File: src/common/osc_pkg.sv
// Constants and types of the serial control register bank.
// Assumes a single 25 MHz core clock that samples the serial link pins.
`default_nettype none

package osc_pkg;
  localparam int unsigned FRAME_BITS = 24;
  localparam int unsigned CNT_W = 6;
  localparam int unsigned CHANNELS = 8;
  localparam logic [2:0] FRAME_LEN_CODE = 3'h2;
  localparam logic [1:0] INTEGRITY_CHECK_CODE = 2'h1;
  localparam logic MULTI_READ_SUPPORT = 1'b1;
  localparam logic [7:0] SERIAL_CAPABILITY =
    {MULTI_READ_SUPPORT, FRAME_LEN_CODE, 2'h0, INTEGRITY_CHECK_CODE};
  localparam logic [5:0] ROM_ADDR_CAPABILITY = 6'h10;

  localparam logic [1:0] OP_WRITE = 2'h0;
  localparam logic [1:0] OP_READ = 2'h1;
  localparam logic [1:0] OP_READ_CLEAR = 2'h2;
  localparam logic [1:0] OP_ROM_READ = 2'h3;

  localparam logic [6:0] ADDR_PAGE = 7'h00;
  localparam logic [6:0] ADDR_PAGE_MIRROR = 7'h40;
  localparam logic [6:0] ADDR_MODE = 7'h01;
  localparam logic [6:0] ADDR_SELFTEST = 7'h02;
  localparam logic [6:0] ADDR_OUTPUT = 7'h03;
  localparam logic [6:0] ADDR_PAIR01 = 7'h04;
  localparam logic [6:0] ADDR_PAIR67 = 7'h07;

  localparam int unsigned BIT_PARITY = 0;
  localparam int unsigned BIT_WDT = 1;
  localparam int unsigned BIT_PAGE = 2;
  localparam int unsigned BIT_UNLOCK = 3;
  localparam int unsigned BIT_CONV_TEST = 4;
  localparam int unsigned BIT_SENSE_TEST = 5;
  localparam int unsigned BIT_SHADOW_TEST = 6;
  localparam int unsigned BIT_STUCK_LO = 8;
  localparam int unsigned BIT_NORMAL = 14;
  localparam int unsigned BIT_GO_LOW_POWER = 15;
  localparam int unsigned BIT_OUT_LO = 8;
  // Pair layout: odd channel field = even channel field + ODD_SHIFT
  localparam int unsigned ODD_SHIFT = 7;
  localparam int unsigned EVEN_DIN = 8;
  localparam int unsigned EVEN_ENTER = 7;
  localparam int unsigned EVEN_LEAVE = 6;
  localparam int unsigned EVEN_LIMIT_LO = 4;
  localparam int unsigned EVEN_FINE = 2;

  localparam logic [15:0] RST_WORD = 16'h0000;
  localparam logic [7:0] RST_BYTE = 8'h00;

  typedef enum logic [0:0] {
    OSC_IDLE = 1'b0,
    OSC_SHIFT = 1'b1
  } osc_frame_st_t;
endpackage : osc_pkg

`default_nettype wire

File: src/verilog/osc_ctrl_regs.sv
// Serial-link control register bank of an eight channel switch controller.
// Assumes the serial clock idles low, data taken on its rising edge and
// shifted out after its falling edge, MSB first, chip select active low.
`default_nettype none

module osc_ctrl_regs (
  input wire logic mclk_i,
  input wire logic rst_i,
  input wire logic sck_i,
  input wire logic csn_i,
  input wire logic sdi_i,
  output logic sdo_o,
  output logic sdo_oe_o,
  output logic spi_error_o,
  output logic normal_mode_o,
  output logic go_low_power_o,
  output logic active_page_sel_o,
  output logic watchdog_flip_bit_o,
  output logic [osc_pkg::CHANNELS-1:0] switch_stuck_selftest_go_o,
  output logic shadow_mem_selftest_go_o,
  output logic sense_chain_selftest_go_o,
  output logic converter_selftest_go_o,
  output logic [osc_pkg::CHANNELS-1:0] chan_output_on_o,
  output logic [osc_pkg::CHANNELS-1:0] direct_pin_ctrl_on_o,
  output logic [osc_pkg::CHANNELS-1:0] charge_mode_enter_o,
  output logic [osc_pkg::CHANNELS-1:0] charge_mode_leave_o,
  output logic [osc_pkg::CHANNELS-1:0] capacitive_charge_state_o,
  output logic [2*osc_pkg::CHANNELS-1:0] current_limit_sel_o,
  output logic [osc_pkg::CHANNELS-1:0] fine_sense_range_o
);
  import osc_pkg::*;

  localparam int unsigned N = CHANNELS;

  typedef struct packed {
    osc_frame_st_t st;
    logic sck_prev;
    logic csn_prev;
    logic [CNT_W-1:0] cnt;
    logic [FRAME_BITS-1:0] rx;
    logic [FRAME_BITS-1:0] tx;
    logic sdo;
    logic spi_err;
    logic page;
    logic normal;
    logic go_low_power;
    logic wdt;
    logic unlock;
    logic [N-1:0] stuck_go;
    logic shadow_go;
    logic sense_go;
    logic conv_go;
    logic [N-1:0] out_on;
    logic [N-1:0] din_on;
    logic [N-1:0] enter;
    logic [N-1:0] leave;
    logic [N-1:0] capacitive_charge_state;
    logic [2*N-1:0] limit;
    logic [N-1:0] fine;
  } osc_state_t;

  osc_state_t q, d;
  logic [2:0] pins;
  logic sck_f, csn_f, sdi_f;

  // Serial pins come from the master's clock domain
  osc_pin_sync #(
    .W(3),
    .IDLE(3'h2)
  ) u_sync (
    .mclk_i(mclk_i),
    .rst_i(rst_i),
    .async_i({sck_i, csn_i, sdi_i}),
    .sync_o(pins)
  );

  assign sck_f = pins[2];
  assign csn_f = pins[1];
  assign sdi_f = pins[0];

  // Read view of one register; parity and unused bits are zero here
  function automatic logic [15:0] rd_word(input logic [6:0] a,
                                          input osc_state_t s);
    logic [15:0] w;
    int unsigned k;
    w = RST_WORD;
    k = 0;
    if (a == ADDR_PAGE || a == ADDR_PAGE_MIRROR) begin
      w[BIT_PAGE] = s.page;
    end else if (a == ADDR_MODE) begin
      w[BIT_GO_LOW_POWER] = s.go_low_power;
      w[BIT_NORMAL] = s.normal;
      w[BIT_WDT] = s.wdt;
    end else if (a == ADDR_SELFTEST) begin
      w[BIT_STUCK_LO +: N] = s.stuck_go;
      w[BIT_SHADOW_TEST] = s.shadow_go;
      w[BIT_SENSE_TEST] = s.sense_go;
      w[BIT_CONV_TEST] = s.conv_go;
      w[BIT_UNLOCK] = s.unlock;
      w[BIT_WDT] = s.wdt;
    end else if (a == ADDR_OUTPUT) begin
      w[BIT_OUT_LO +: N] = s.out_on;
      w[BIT_WDT] = s.wdt;
    end else if (a >= ADDR_PAIR01 && a <= ADDR_PAIR67) begin
      k = 2 * 32'(a - ADDR_PAIR01);
      w[EVEN_DIN] = s.din_on[k];
      w[EVEN_DIN + ODD_SHIFT] = s.din_on[k+1];
      w[EVEN_ENTER] = s.enter[k];
      w[EVEN_ENTER + ODD_SHIFT] = s.enter[k+1];
      w[EVEN_LEAVE] = s.leave[k];
      w[EVEN_LEAVE + ODD_SHIFT] = s.leave[k+1];
      w[EVEN_LIMIT_LO +: 2] = s.limit[2*k +: 2];
      w[EVEN_LIMIT_LO + ODD_SHIFT +: 2] = s.limit[2*k+2 +: 2];
      w[EVEN_FINE] = s.fine[k];
      w[EVEN_FINE + ODD_SHIFT] = s.fine[k+1];
      w[BIT_WDT] = s.wdt;
    end
    return w;
  endfunction : rd_word

  logic sck_rise, sck_fall, cs_fall, cs_rise;
  logic [1:0] op_now, op_end;
  logic [5:0] addr_now;
  logic [6:0] addr_end;
  logic [15:0] rdw, wd;
  logic [7:0] status;
  logic [4:0] idx;
  logic frame_ok;
  int unsigned k;

  always_comb begin
    d = q;
    k = 0;
    sck_rise = sck_f & ~q.sck_prev;
    sck_fall = ~sck_f & q.sck_prev;
    cs_fall = ~csn_f & q.csn_prev;
    cs_rise = csn_f & ~q.csn_prev;
    op_now = q.rx[6:5];
    addr_now = {q.rx[4:0], sdi_f};
    op_end = q.rx[23:22];
    addr_end = {q.page, q.rx[21:16]};
    wd = q.rx[15:0];
    status = {q.spi_err, q.normal, q.go_low_power, q.page, 4'h0};
    idx = 5'(FRAME_BITS - 1 - 32'(q.cnt));
    rdw = RST_WORD;
    // Parity over all 24 bits must come out odd
    frame_ok = (32'(q.cnt) == FRAME_BITS) && (^q.rx);

    d.sck_prev = sck_f;
    d.csn_prev = csn_f;
    // Trigger bits other than stuck_go last one cycle; no test engine lives here to hold them
    d.shadow_go = 1'b0;
    d.sense_go = 1'b0;
    d.conv_go = 1'b0;
    d.enter = '0;
    d.leave = '0;
    // Entry pulse wins over exit pulse in the same cycle
    d.capacitive_charge_state = (q.capacitive_charge_state & ~q.leave) | q.enter;

    unique case (q.st)
      OSC_IDLE: begin
        d.sdo = 1'b0;
        if (cs_fall) begin
          d.st = OSC_SHIFT;
          d.cnt = '0;
          d.tx = {status, RST_WORD};
          d.sdo = status[7];
        end
      end
      OSC_SHIFT: begin
        if (cs_rise) begin
          d.st = OSC_IDLE;
          d.sdo = 1'b0;
          d.unlock = 1'b0;
          d.spi_err = ~frame_ok;
          if (frame_ok && op_end == OP_WRITE) begin
            if (addr_end == ADDR_PAGE || addr_end == ADDR_PAGE_MIRROR) begin
              d.page = wd[BIT_PAGE];
            end else if (addr_end == ADDR_MODE) begin
              d.wdt = wd[BIT_WDT];
              if (q.unlock) begin
                d.normal = wd[BIT_NORMAL];
                d.go_low_power = wd[BIT_GO_LOW_POWER] & ~wd[BIT_NORMAL]
                                 & q.normal;
              end
            end else if (addr_end == ADDR_SELFTEST) begin
              d.wdt = wd[BIT_WDT];
              d.stuck_go = wd[BIT_STUCK_LO +: N];
              d.shadow_go = wd[BIT_SHADOW_TEST];
              d.sense_go = wd[BIT_SENSE_TEST];
              d.conv_go = wd[BIT_CONV_TEST];
              d.unlock = wd[BIT_UNLOCK];
            end else if (addr_end == ADDR_OUTPUT) begin
              d.wdt = wd[BIT_WDT];
              d.out_on = wd[BIT_OUT_LO +: N];
            end else if (addr_end >= ADDR_PAIR01 &&
                         addr_end <= ADDR_PAIR67) begin
              d.wdt = wd[BIT_WDT];
              k = 2 * 32'(addr_end - ADDR_PAIR01);
              d.din_on[k] = wd[EVEN_DIN];
              d.din_on[k+1] = wd[EVEN_DIN + ODD_SHIFT];
              d.enter[k] = wd[EVEN_ENTER] & q.normal;
              d.enter[k+1] = wd[EVEN_ENTER + ODD_SHIFT] & q.normal;
              d.leave[k] = wd[EVEN_LEAVE];
              d.leave[k+1] = wd[EVEN_LEAVE + ODD_SHIFT];
              d.limit[2*k +: 2] = wd[EVEN_LIMIT_LO +: 2];
              d.limit[2*k+2 +: 2] = wd[EVEN_LIMIT_LO + ODD_SHIFT +: 2];
              d.fine[k] = wd[EVEN_FINE];
              d.fine[k+1] = wd[EVEN_FINE + ODD_SHIFT];
            end
          end
        end else begin
          if (sck_rise) begin
            d.rx = {q.rx[FRAME_BITS-2:0], sdi_f};
            // Saturate so an overlong frame still counts as wrong
            if (&q.cnt == 1'b0) begin
              d.cnt = q.cnt + 1'b1;
            end
            if (32'(q.cnt) == 7) begin
              if (op_now == OP_ROM_READ) begin
                if (addr_now == ROM_ADDR_CAPABILITY) begin
                  rdw = {SERIAL_CAPABILITY, RST_BYTE};
                end
              end else begin
                rdw = rd_word({q.page, addr_now}, q);
              end
              // Odd parity over the whole answer, in its last bit
              d.tx[15:0] = {rdw[15:1],
                            ~^{q.tx[23:16], rdw[15:1]}};
            end
          end
          if (sck_fall) begin
            d.sdo = (32'(q.cnt) < FRAME_BITS) ? q.tx[idx] : 1'b0;
          end
        end
      end
    endcase
  end

  always_ff @(posedge mclk_i or posedge rst_i) begin
    if (rst_i) begin
      q <= '0;
      q.st <= OSC_IDLE;
      q.sck_prev <= 1'b0;
      q.csn_prev <= 1'b1;
    end else begin
      q <= d;
    end
  end

  assign sdo_o = q.sdo;
  assign sdo_oe_o = (q.st == OSC_SHIFT);
  assign spi_error_o = q.spi_err;
  assign normal_mode_o = q.normal;
  assign go_low_power_o = q.go_low_power;
  assign active_page_sel_o = q.page;
  assign watchdog_flip_bit_o = q.wdt;
  assign switch_stuck_selftest_go_o = q.stuck_go;
  assign shadow_mem_selftest_go_o = q.shadow_go;
  assign sense_chain_selftest_go_o = q.sense_go;
  assign converter_selftest_go_o = q.conv_go;
  assign chan_output_on_o = q.out_on;
  assign direct_pin_ctrl_on_o = q.din_on;
  assign charge_mode_enter_o = q.enter;
  assign charge_mode_leave_o = q.leave;
  assign capacitive_charge_state_o = q.capacitive_charge_state;
  assign current_limit_sel_o = q.limit;
  assign fine_sense_range_o = q.fine;
endmodule : osc_ctrl_regs

`default_nettype wire

File: src/verilog/osc_pin_sync.sv
// Three-stage synchroniser with agreement filter for the serial pins.
// Assumes inputs arrive asynchronously to mclk_i.
`default_nettype none

module osc_pin_sync #(
  parameter int unsigned W = 3,
  parameter logic [W-1:0] IDLE = '0
) (
  input wire logic mclk_i,
  input wire logic rst_i,
  input wire logic [W-1:0] async_i,
  output logic [W-1:0] sync_o
);
  typedef struct packed {
    logic [W-1:0] s1;
    logic [W-1:0] s2;
    logic [W-1:0] s3;
    logic [W-1:0] o;
  } osc_sync_t;

  osc_sync_t q, d;
  logic [W-1:0] agree;

  always_comb begin
    d = q;
    d.s1 = async_i;
    d.s2 = q.s1;
    d.s3 = q.s2;
    // Second and third stage must agree; a lone glitch is never taken
    agree = ~(q.s2 ^ q.s3);
    d.o = (agree & q.s3) | (~agree & q.o);
  end

  always_ff @(posedge mclk_i or posedge rst_i) begin
    if (rst_i) begin
      q <= {IDLE, IDLE, IDLE, IDLE};
    end else begin
      q <= d;
    end
  end

  assign sync_o = q.o;
endmodule : osc_pin_sync

`default_nettype wire
File: config.mk
export PLATFORM = sky130hd
export DESIGN_NAME = osc_ctrl_regs
export DESIGN_NICKNAME = d
export VERILOG_FILES = /design/src/common/osc_pkg.sv /design/src/verilog/osc_ctrl_regs.sv /design/src/verilog/osc_pin_sync.sv
export SDC_FILE = /design/constraint.sdc
export NUM_CORES = 1
export LEC_CHECK = 0
export BUFFER_PORTS_ARGS = -buffer_cell sky130_fd_sc_hd__buf_2
export CORE_MARGIN = 2
export CORE_UTILIZATION = 60
export CTS_BUF_LIST = sky130_fd_sc_hd__clkbuf_16
export CTS_CLUSTER_DIAMETER = 100
export CTS_CLUSTER_SIZE = 20
export DETAILED_ROUTE_END_ITERATION = 8
export PLACE_DENSITY_LB_ADDON = 0.2
export SYNTH_ARGS = -nofsm -noshare
export SYNTH_HDL_FRONTEND = slang
export SYNTH_SLANG_ARGS = --single-unit
File: constraint.sdc
create_clock -name mclk_i -period 5.1 [get_ports mclk_i]
set_input_delay 0.255 -clock mclk_i [delete_from_list [all_inputs] [get_ports mclk_i]]
set_output_delay 0.255 -clock mclk_i [all_outputs]
set_load 0.03 [all_outputs]
**Yosys cells after proc, flatten, opt, wreduce, memory -nomap -nowiden**

Cells that the tools add are included.

- Equality and inequality tests: 18
- Magnitude comparators: 12
- Reductions and logical operators: 26
- Shift-type cells: 6
- Muxes and demuxes: 87
- Bitwise operators: 31
- Add/subtract/negate cells: 10

Operators by type and width:

| cell | count |
|---|---|
| two-way mux 16 bit | 9 |
| two-way mux 44 bit | 3 |
| < comparator 32 x 4 -> 1 bit (second input constant) | 4 |
| two-way mux 35 bit | 2 |
| negator 32 -> 34 bit | 2 |
| variable shift 2 x 34 -> 16 bit (first input constant) | 2 |
| indexed part select 2 x 34 -> 16 bit | 2 |
| indexed part select 16 x 33 -> 2 bit | 2 |
| >= comparator 32 x 1 -> 1 bit (second input constant) | 2 |
| two-way mux 30 bit | 2 |
| bitwise mux 8 bit | 6 |
| two-way mux 24 bit | 2 |
| one-hot mux 17 bit (2 select lines) | 1 |
| bitwise mux 16 bit | 2 |
| two-way mux 32 bit | 1 |
| two-way mux 1 bit | 30 |
| equality test 7 x 2 -> 1 bit (second input constant) | 4 |
| two-way mux 12 bit | 2 |
| XOR reduction 24 bit | 1 |
| XNOR reduction 23 bit | 1 |
| adder 10 x 3 -> 11 bit (second input constant) | 2 |
| adder 9 x 2 -> 10 bit (second input constant) | 2 |
| two-way mux 6 bit | 3 |
| AND reduction 6 bit | 3 |
| 50 further kinds | 100 |

- Word-level logic and storage cells: 219
- Output and inout port bits: 82
- Flip-flop bits (word level): 147
- Input bits: 5

**Logic depth before layout (Yosys ltp)**

- Depth in word-level cells: 19
- Mapped depth: 19
- Mapped depth without buffers: 18

**Modules after synthesis**

A second synthesis with hierarchy kept.

- Cell total of the unflattened synthesis: 793
- Area total of the unflattened synthesis: 8216.6 sq um

Modules (own cells, without submodules):

| module | instances | area each (sq um) | sequential area each (sq um) | cells an instance |
|---|---|---|---|---|
| osc_ctrl_regs | 1 | 7851.3 | 3379.5 | 774 |
| osc_pin_sync | 1 | 365.4 | 305.3 | 19 |

**Least setup slack after synthesis**

Ideal clock, no wire load.

- Kind: reg-to-reg
- Start point: register q, in the netlist addr_end[2]
- End point: register q, in the netlist current_limit_sel_o[0]
- Slack: 1319 ps
- Library setup time: 125 ps
- Arrival time: 3657 ps
- Period minus slack after synthesis: 3781 ps
- Stages on the path, launching flop included: 16
- Data required time: 4975 ps
- Path through: dfrtp_1 inv_1 ha_1 o21ai_0 xnor2_1 and2_0 and3_1 clkbuf_1 inv_1 ha_1 or4b_2 nor4_1 nand4_1 o41ai_1 nand4_1 mux2_2

- Word-level cells in the longest chain between the ends: 5

Ends and longest elaborated chain:

| element | line | source |
|---|---|---|
| from (decl) | osc_ctrl_regs.sv:62 | `osc_state_t q, d;` |
| subtractor 7 x 3 -> 8 bit | osc_ctrl_regs.sv:199 | `k = 2 * 32'(addr_end - ADDR_PAIR01);` |
| adder 10 x 3 -> 11 bit or negator 32 -> 34 bit (tied branches) | osc_ctrl_regs.sv:207, osc_ctrl_regs.sv:206 |  |
| negator 32 -> 34 bit, or another cell as far along | osc_ctrl_regs.sv:207 | `d.limit[2*k+2 +: 2] = wd[EVEN_LIMIT_LO + ODD_SHIFT +: 2];` |
| indexed part select 2 x 34 -> 16 bit, or another cell as far along | osc_ctrl_regs.sv:207 |  |
| bitwise mux 16 bit | osc_ctrl_regs.sv:207 |  |

Several ways; a longest one is shown, not always the timed one.
A chain may end at the register's enable or synchronous reset.

**Worst setup path in the final report**

Same ends and word-level chain as after synthesis.

==> impl_metrics.tcl <==
set metrics [dict create \
    ctsLongestPathBuffers 2 \
    mappedNetlistNets 826 \
    cts_buffers 17 \
    synthTopCellsByArea "dfrtp_1 43%, buf_4 6.7%, mux2_2 4.7%" \
    clk_latency_ns 0.42 \
    p_leak_nw 4.53 \
    synth_ff_type "dfrtp_1" \
    power_density_nw_per_um2 402 \
    antenna_left 0 \
    synthArstFlopShare_pct 100 \
    max_slew_margin_pct 42.0 \
    fin_ws_ns 1.01 \
    finalHoldViolations 0 \
    clock_skew_ns 0.0107 \
    port_buffers 86 \
    ys_types 74 \
    fin_crit_ns 4.09 \
    drt-initial-drc-count 422 \
    hold_class "input port to asynchronous set/reset pin" \
    synth_area_um2 8320 \
    ys_ff_latch 147 \
    timing.fmax_mhz 245 \
    worstSetupEndpointType "register" \
    rsz0062_at_grt "no" \
    drive_above_1_share_pct 26.9 \
    drc 0 \
    synth_top_area_cell "dfrtp_1" \
    overflow 0 \
    die_y_um 122 \
    path_class "register to register" \
    use_met3_pct 4.92 \
    busiest_layer "met2" \
    cts_setup_buffers 0 \
    post_drt_wl_per_cell_um 19.2 \
    drv_cap 0 \
    synthToLayoutAreaGrowth_pct 8.24 \
    synth_area_per_cell_um2 10.5 \
    cp_data_arrival_time_ns 4.39 \
    crit_required_ns 5.40 \
    drt-total-wl_um 19200 \
    fin_nets 838 \
    synth_warnings 0 \
    grt_use_met2_pct 43.7 \
    via_per_inst 5.89 \
    cts-hold-fix-buffers 3 \
    fillers 1072 \
    grt_pass1_wl_um 31200 \
    synth_edf_count 0 \
    synth_top_area_share_pct 42.7 \
    met1_usage_pct 37.2 \
    outcome "complete, no violations" \
    design.core.area_um2 13700 \
    dp_slack_ns 1.04 \
    antenna_found_initial 0 \
    setup_tns_ns 0 \
    clock-sinks 147 \
    path_clk_slew_ns 0.06 \
    grt_usage_pct 27.4 \
    gp_congestion 0.916 \
    core.rowCount 43 \
    ctsHtreeMaxLevel 4 \
    ir_drop_mv 0.281 \
    firstDrtPassIters 5 \
    vias 5873 \
    start_util_pct 60.6 \
    setup_violations 0 \
    period_share_pct 80.1 \
    cts_resized 0 \
    clockRootBuffer "clkbuf_16" \
    worst_pin_slew_ns 0.870 \
    fp.dieW_um 122 \
    slew_violations 0 \
    cts_tree "built" \
    netlist_instances 792 \
    die_area_um2 14800 \
    grt_max_degree 99 \
    yosysSeqAreaShare_pct 44.3 \
    grt_pass1_vias 5975 \
    dp_hpwl_um 13700 \
    start_kind "register" \
    antenna_cells 0 \
    ios 87 \
    crit_fanout 7 \
]
==> stage by stage <==
step | instance area [um^2] | total power [mW] | hold WS [ns] | std cells | utilization, %
after floorplan | 8320 | 2.07 | 0.259 | 792 | -
after global placement | 8350 | 2.27 | 0.335 | 962 | 60.8
after detailed placement | 8350 | 2.29 | 0.341 | 962 | 60.8
after CTS | 9010 | 3.63 | 0.0406 | 997 | 65.6
after global routing | 9010 | 3.78 | 0.0741 | 997 | 65.6
final | 9010 | 3.62 | 0.00803 | 997 | 65.6
==> worst max-delay path, stage by stage, from the launching register on <==
cell and delay [ns]:
dfrtp_1 0.44, inv_1 0.17, ha_1 0.29, o21ai_0 0.22
xnor2_1 0.18, and2_0 0.33, and3_1 0.32, inv_1 0.08
ha_1 0.28, or4b_2 0.59, nor4_1 0.20, nand4_1 0.13
o41ai_1 0.26, nand4_1 0.18, mux2_2 0.31
==> cell usage after synthesis (all sizes together), types with 25 or more instances <==
cell and count:
dfrtp 142, nand3 25, nand2 106, buf 89, ha 29, mux2 51
inv 48, nor2 45, o21ai 45, xnor2 26
==> worst paths after layout <==
kind	from	endpoint	slack, ns	cells past startpoint
setup / recovery	addr_end[2]$_DFFE_PP0P_	current_limit_sel_o[0]$_DFFE_PP0P_	1.01	14
hold / removal	rst_i	capacitive_charge_state_o[7]$_DFF_PP0_	0.008	2
setup reg to reg	addr_end[2]$_DFFE_PP0P_	current_limit_sel_o[0]$_DFFE_PP0P_	1.01	14
hold reg to reg	u_sync.d[6]$_DFF_PP0_	u_sync.d[3]$_DFF_PP0_	0.35	0
max in group asynchronous	rst_i	current_limit_sel_o[3]$_DFFE_PP0P_	3.90	3
min in group mclk_i	u_sync.d[6]$_DFF_PP0_	u_sync.d[3]$_DFF_PP0_	0.35	0
==> metal layers <==
metal	vias to the layer above	share of wire (%)	wire, um
met2	207	48	9280
met4	0	3.3	632
met3	42	5.1	971
met5	-	0	0
met1	2932	43	8290
li1	2692	-	-
==> area by class of cell <==
cell class / instances / area [um^2] / area share [%]
Inverter: 48 / 185 / 2.06
Timing Repair Buffer: 97 / 520 / 5.78
Clock buffer: 17 / 425 / 4.72
Clock inverter: 15 / 203 / 2.25
Multi-Input combinational cell: 493 / 3760 / 41.8
Sequential cell: 147 / 3680 / 40.9
Tap cell: 180 / 225 / 2.50
==> sequential cells by signal, indices dropped and copies added (netlist names), 2 cells and up, named ones only <==
register                    flops
switch_stuck_selftest_go_o      8
current_limit_sel_o            16
direct_pin_ctrl_on_o            8
op_now                          2
q                              38
charge_mode_enter_o             8
u_sync.q                        3
addr_now                        5
charge_mode_leave_o             8
capacitive_charge_state_o       8
chan_output_on_o                8
addr_end                        6
u_sync.d                        6
fine_sense_range_o              8
op_end                          2
==> cell usage in the layout, fill, tap and decap left out, types with 6 or more instances in the layout <==
master,netlist,layout
dfrtp_1,142,142
mux2_2,35,35
xor2_1,8,8
mux4_2,15,15
inv_1,48,47
a21o_1,8,8
o22ai_1,6,6
o21ai_0,41,41
nand4_1,14,14
nor2_1,43,43
a21oi_1,9,9
nand2_1,101,101
nor3_1,12,11
xnor2_1,25,25
buf_2,12,86
and2_1,7,7
mux2i_1,6,6
clkbuf_16,0,17
buf_4,74,8
nand3_1,25,25
ha_1,29,29
mux2_4,16,16
==> cell families after synthesis <==
kind of cell	Yosys count	synth area share, %
buffers and inverters	152	10.6
adders and majority gates	33	4.84
and+or+nand+nor	251	15.6
AOI/OAI and AO/OA	98	7.31
muxes	72	12.4
DFF	147	44.3
xor gates and xnor gates	39	5.02
==> power breakdown <==
part           switching, mW  internal [mW]
clock network          0.508          0.823
registers              0.120           1.23
logic                  0.539          0.401
No activity file was read; power rests on OpenSTA's default activity.
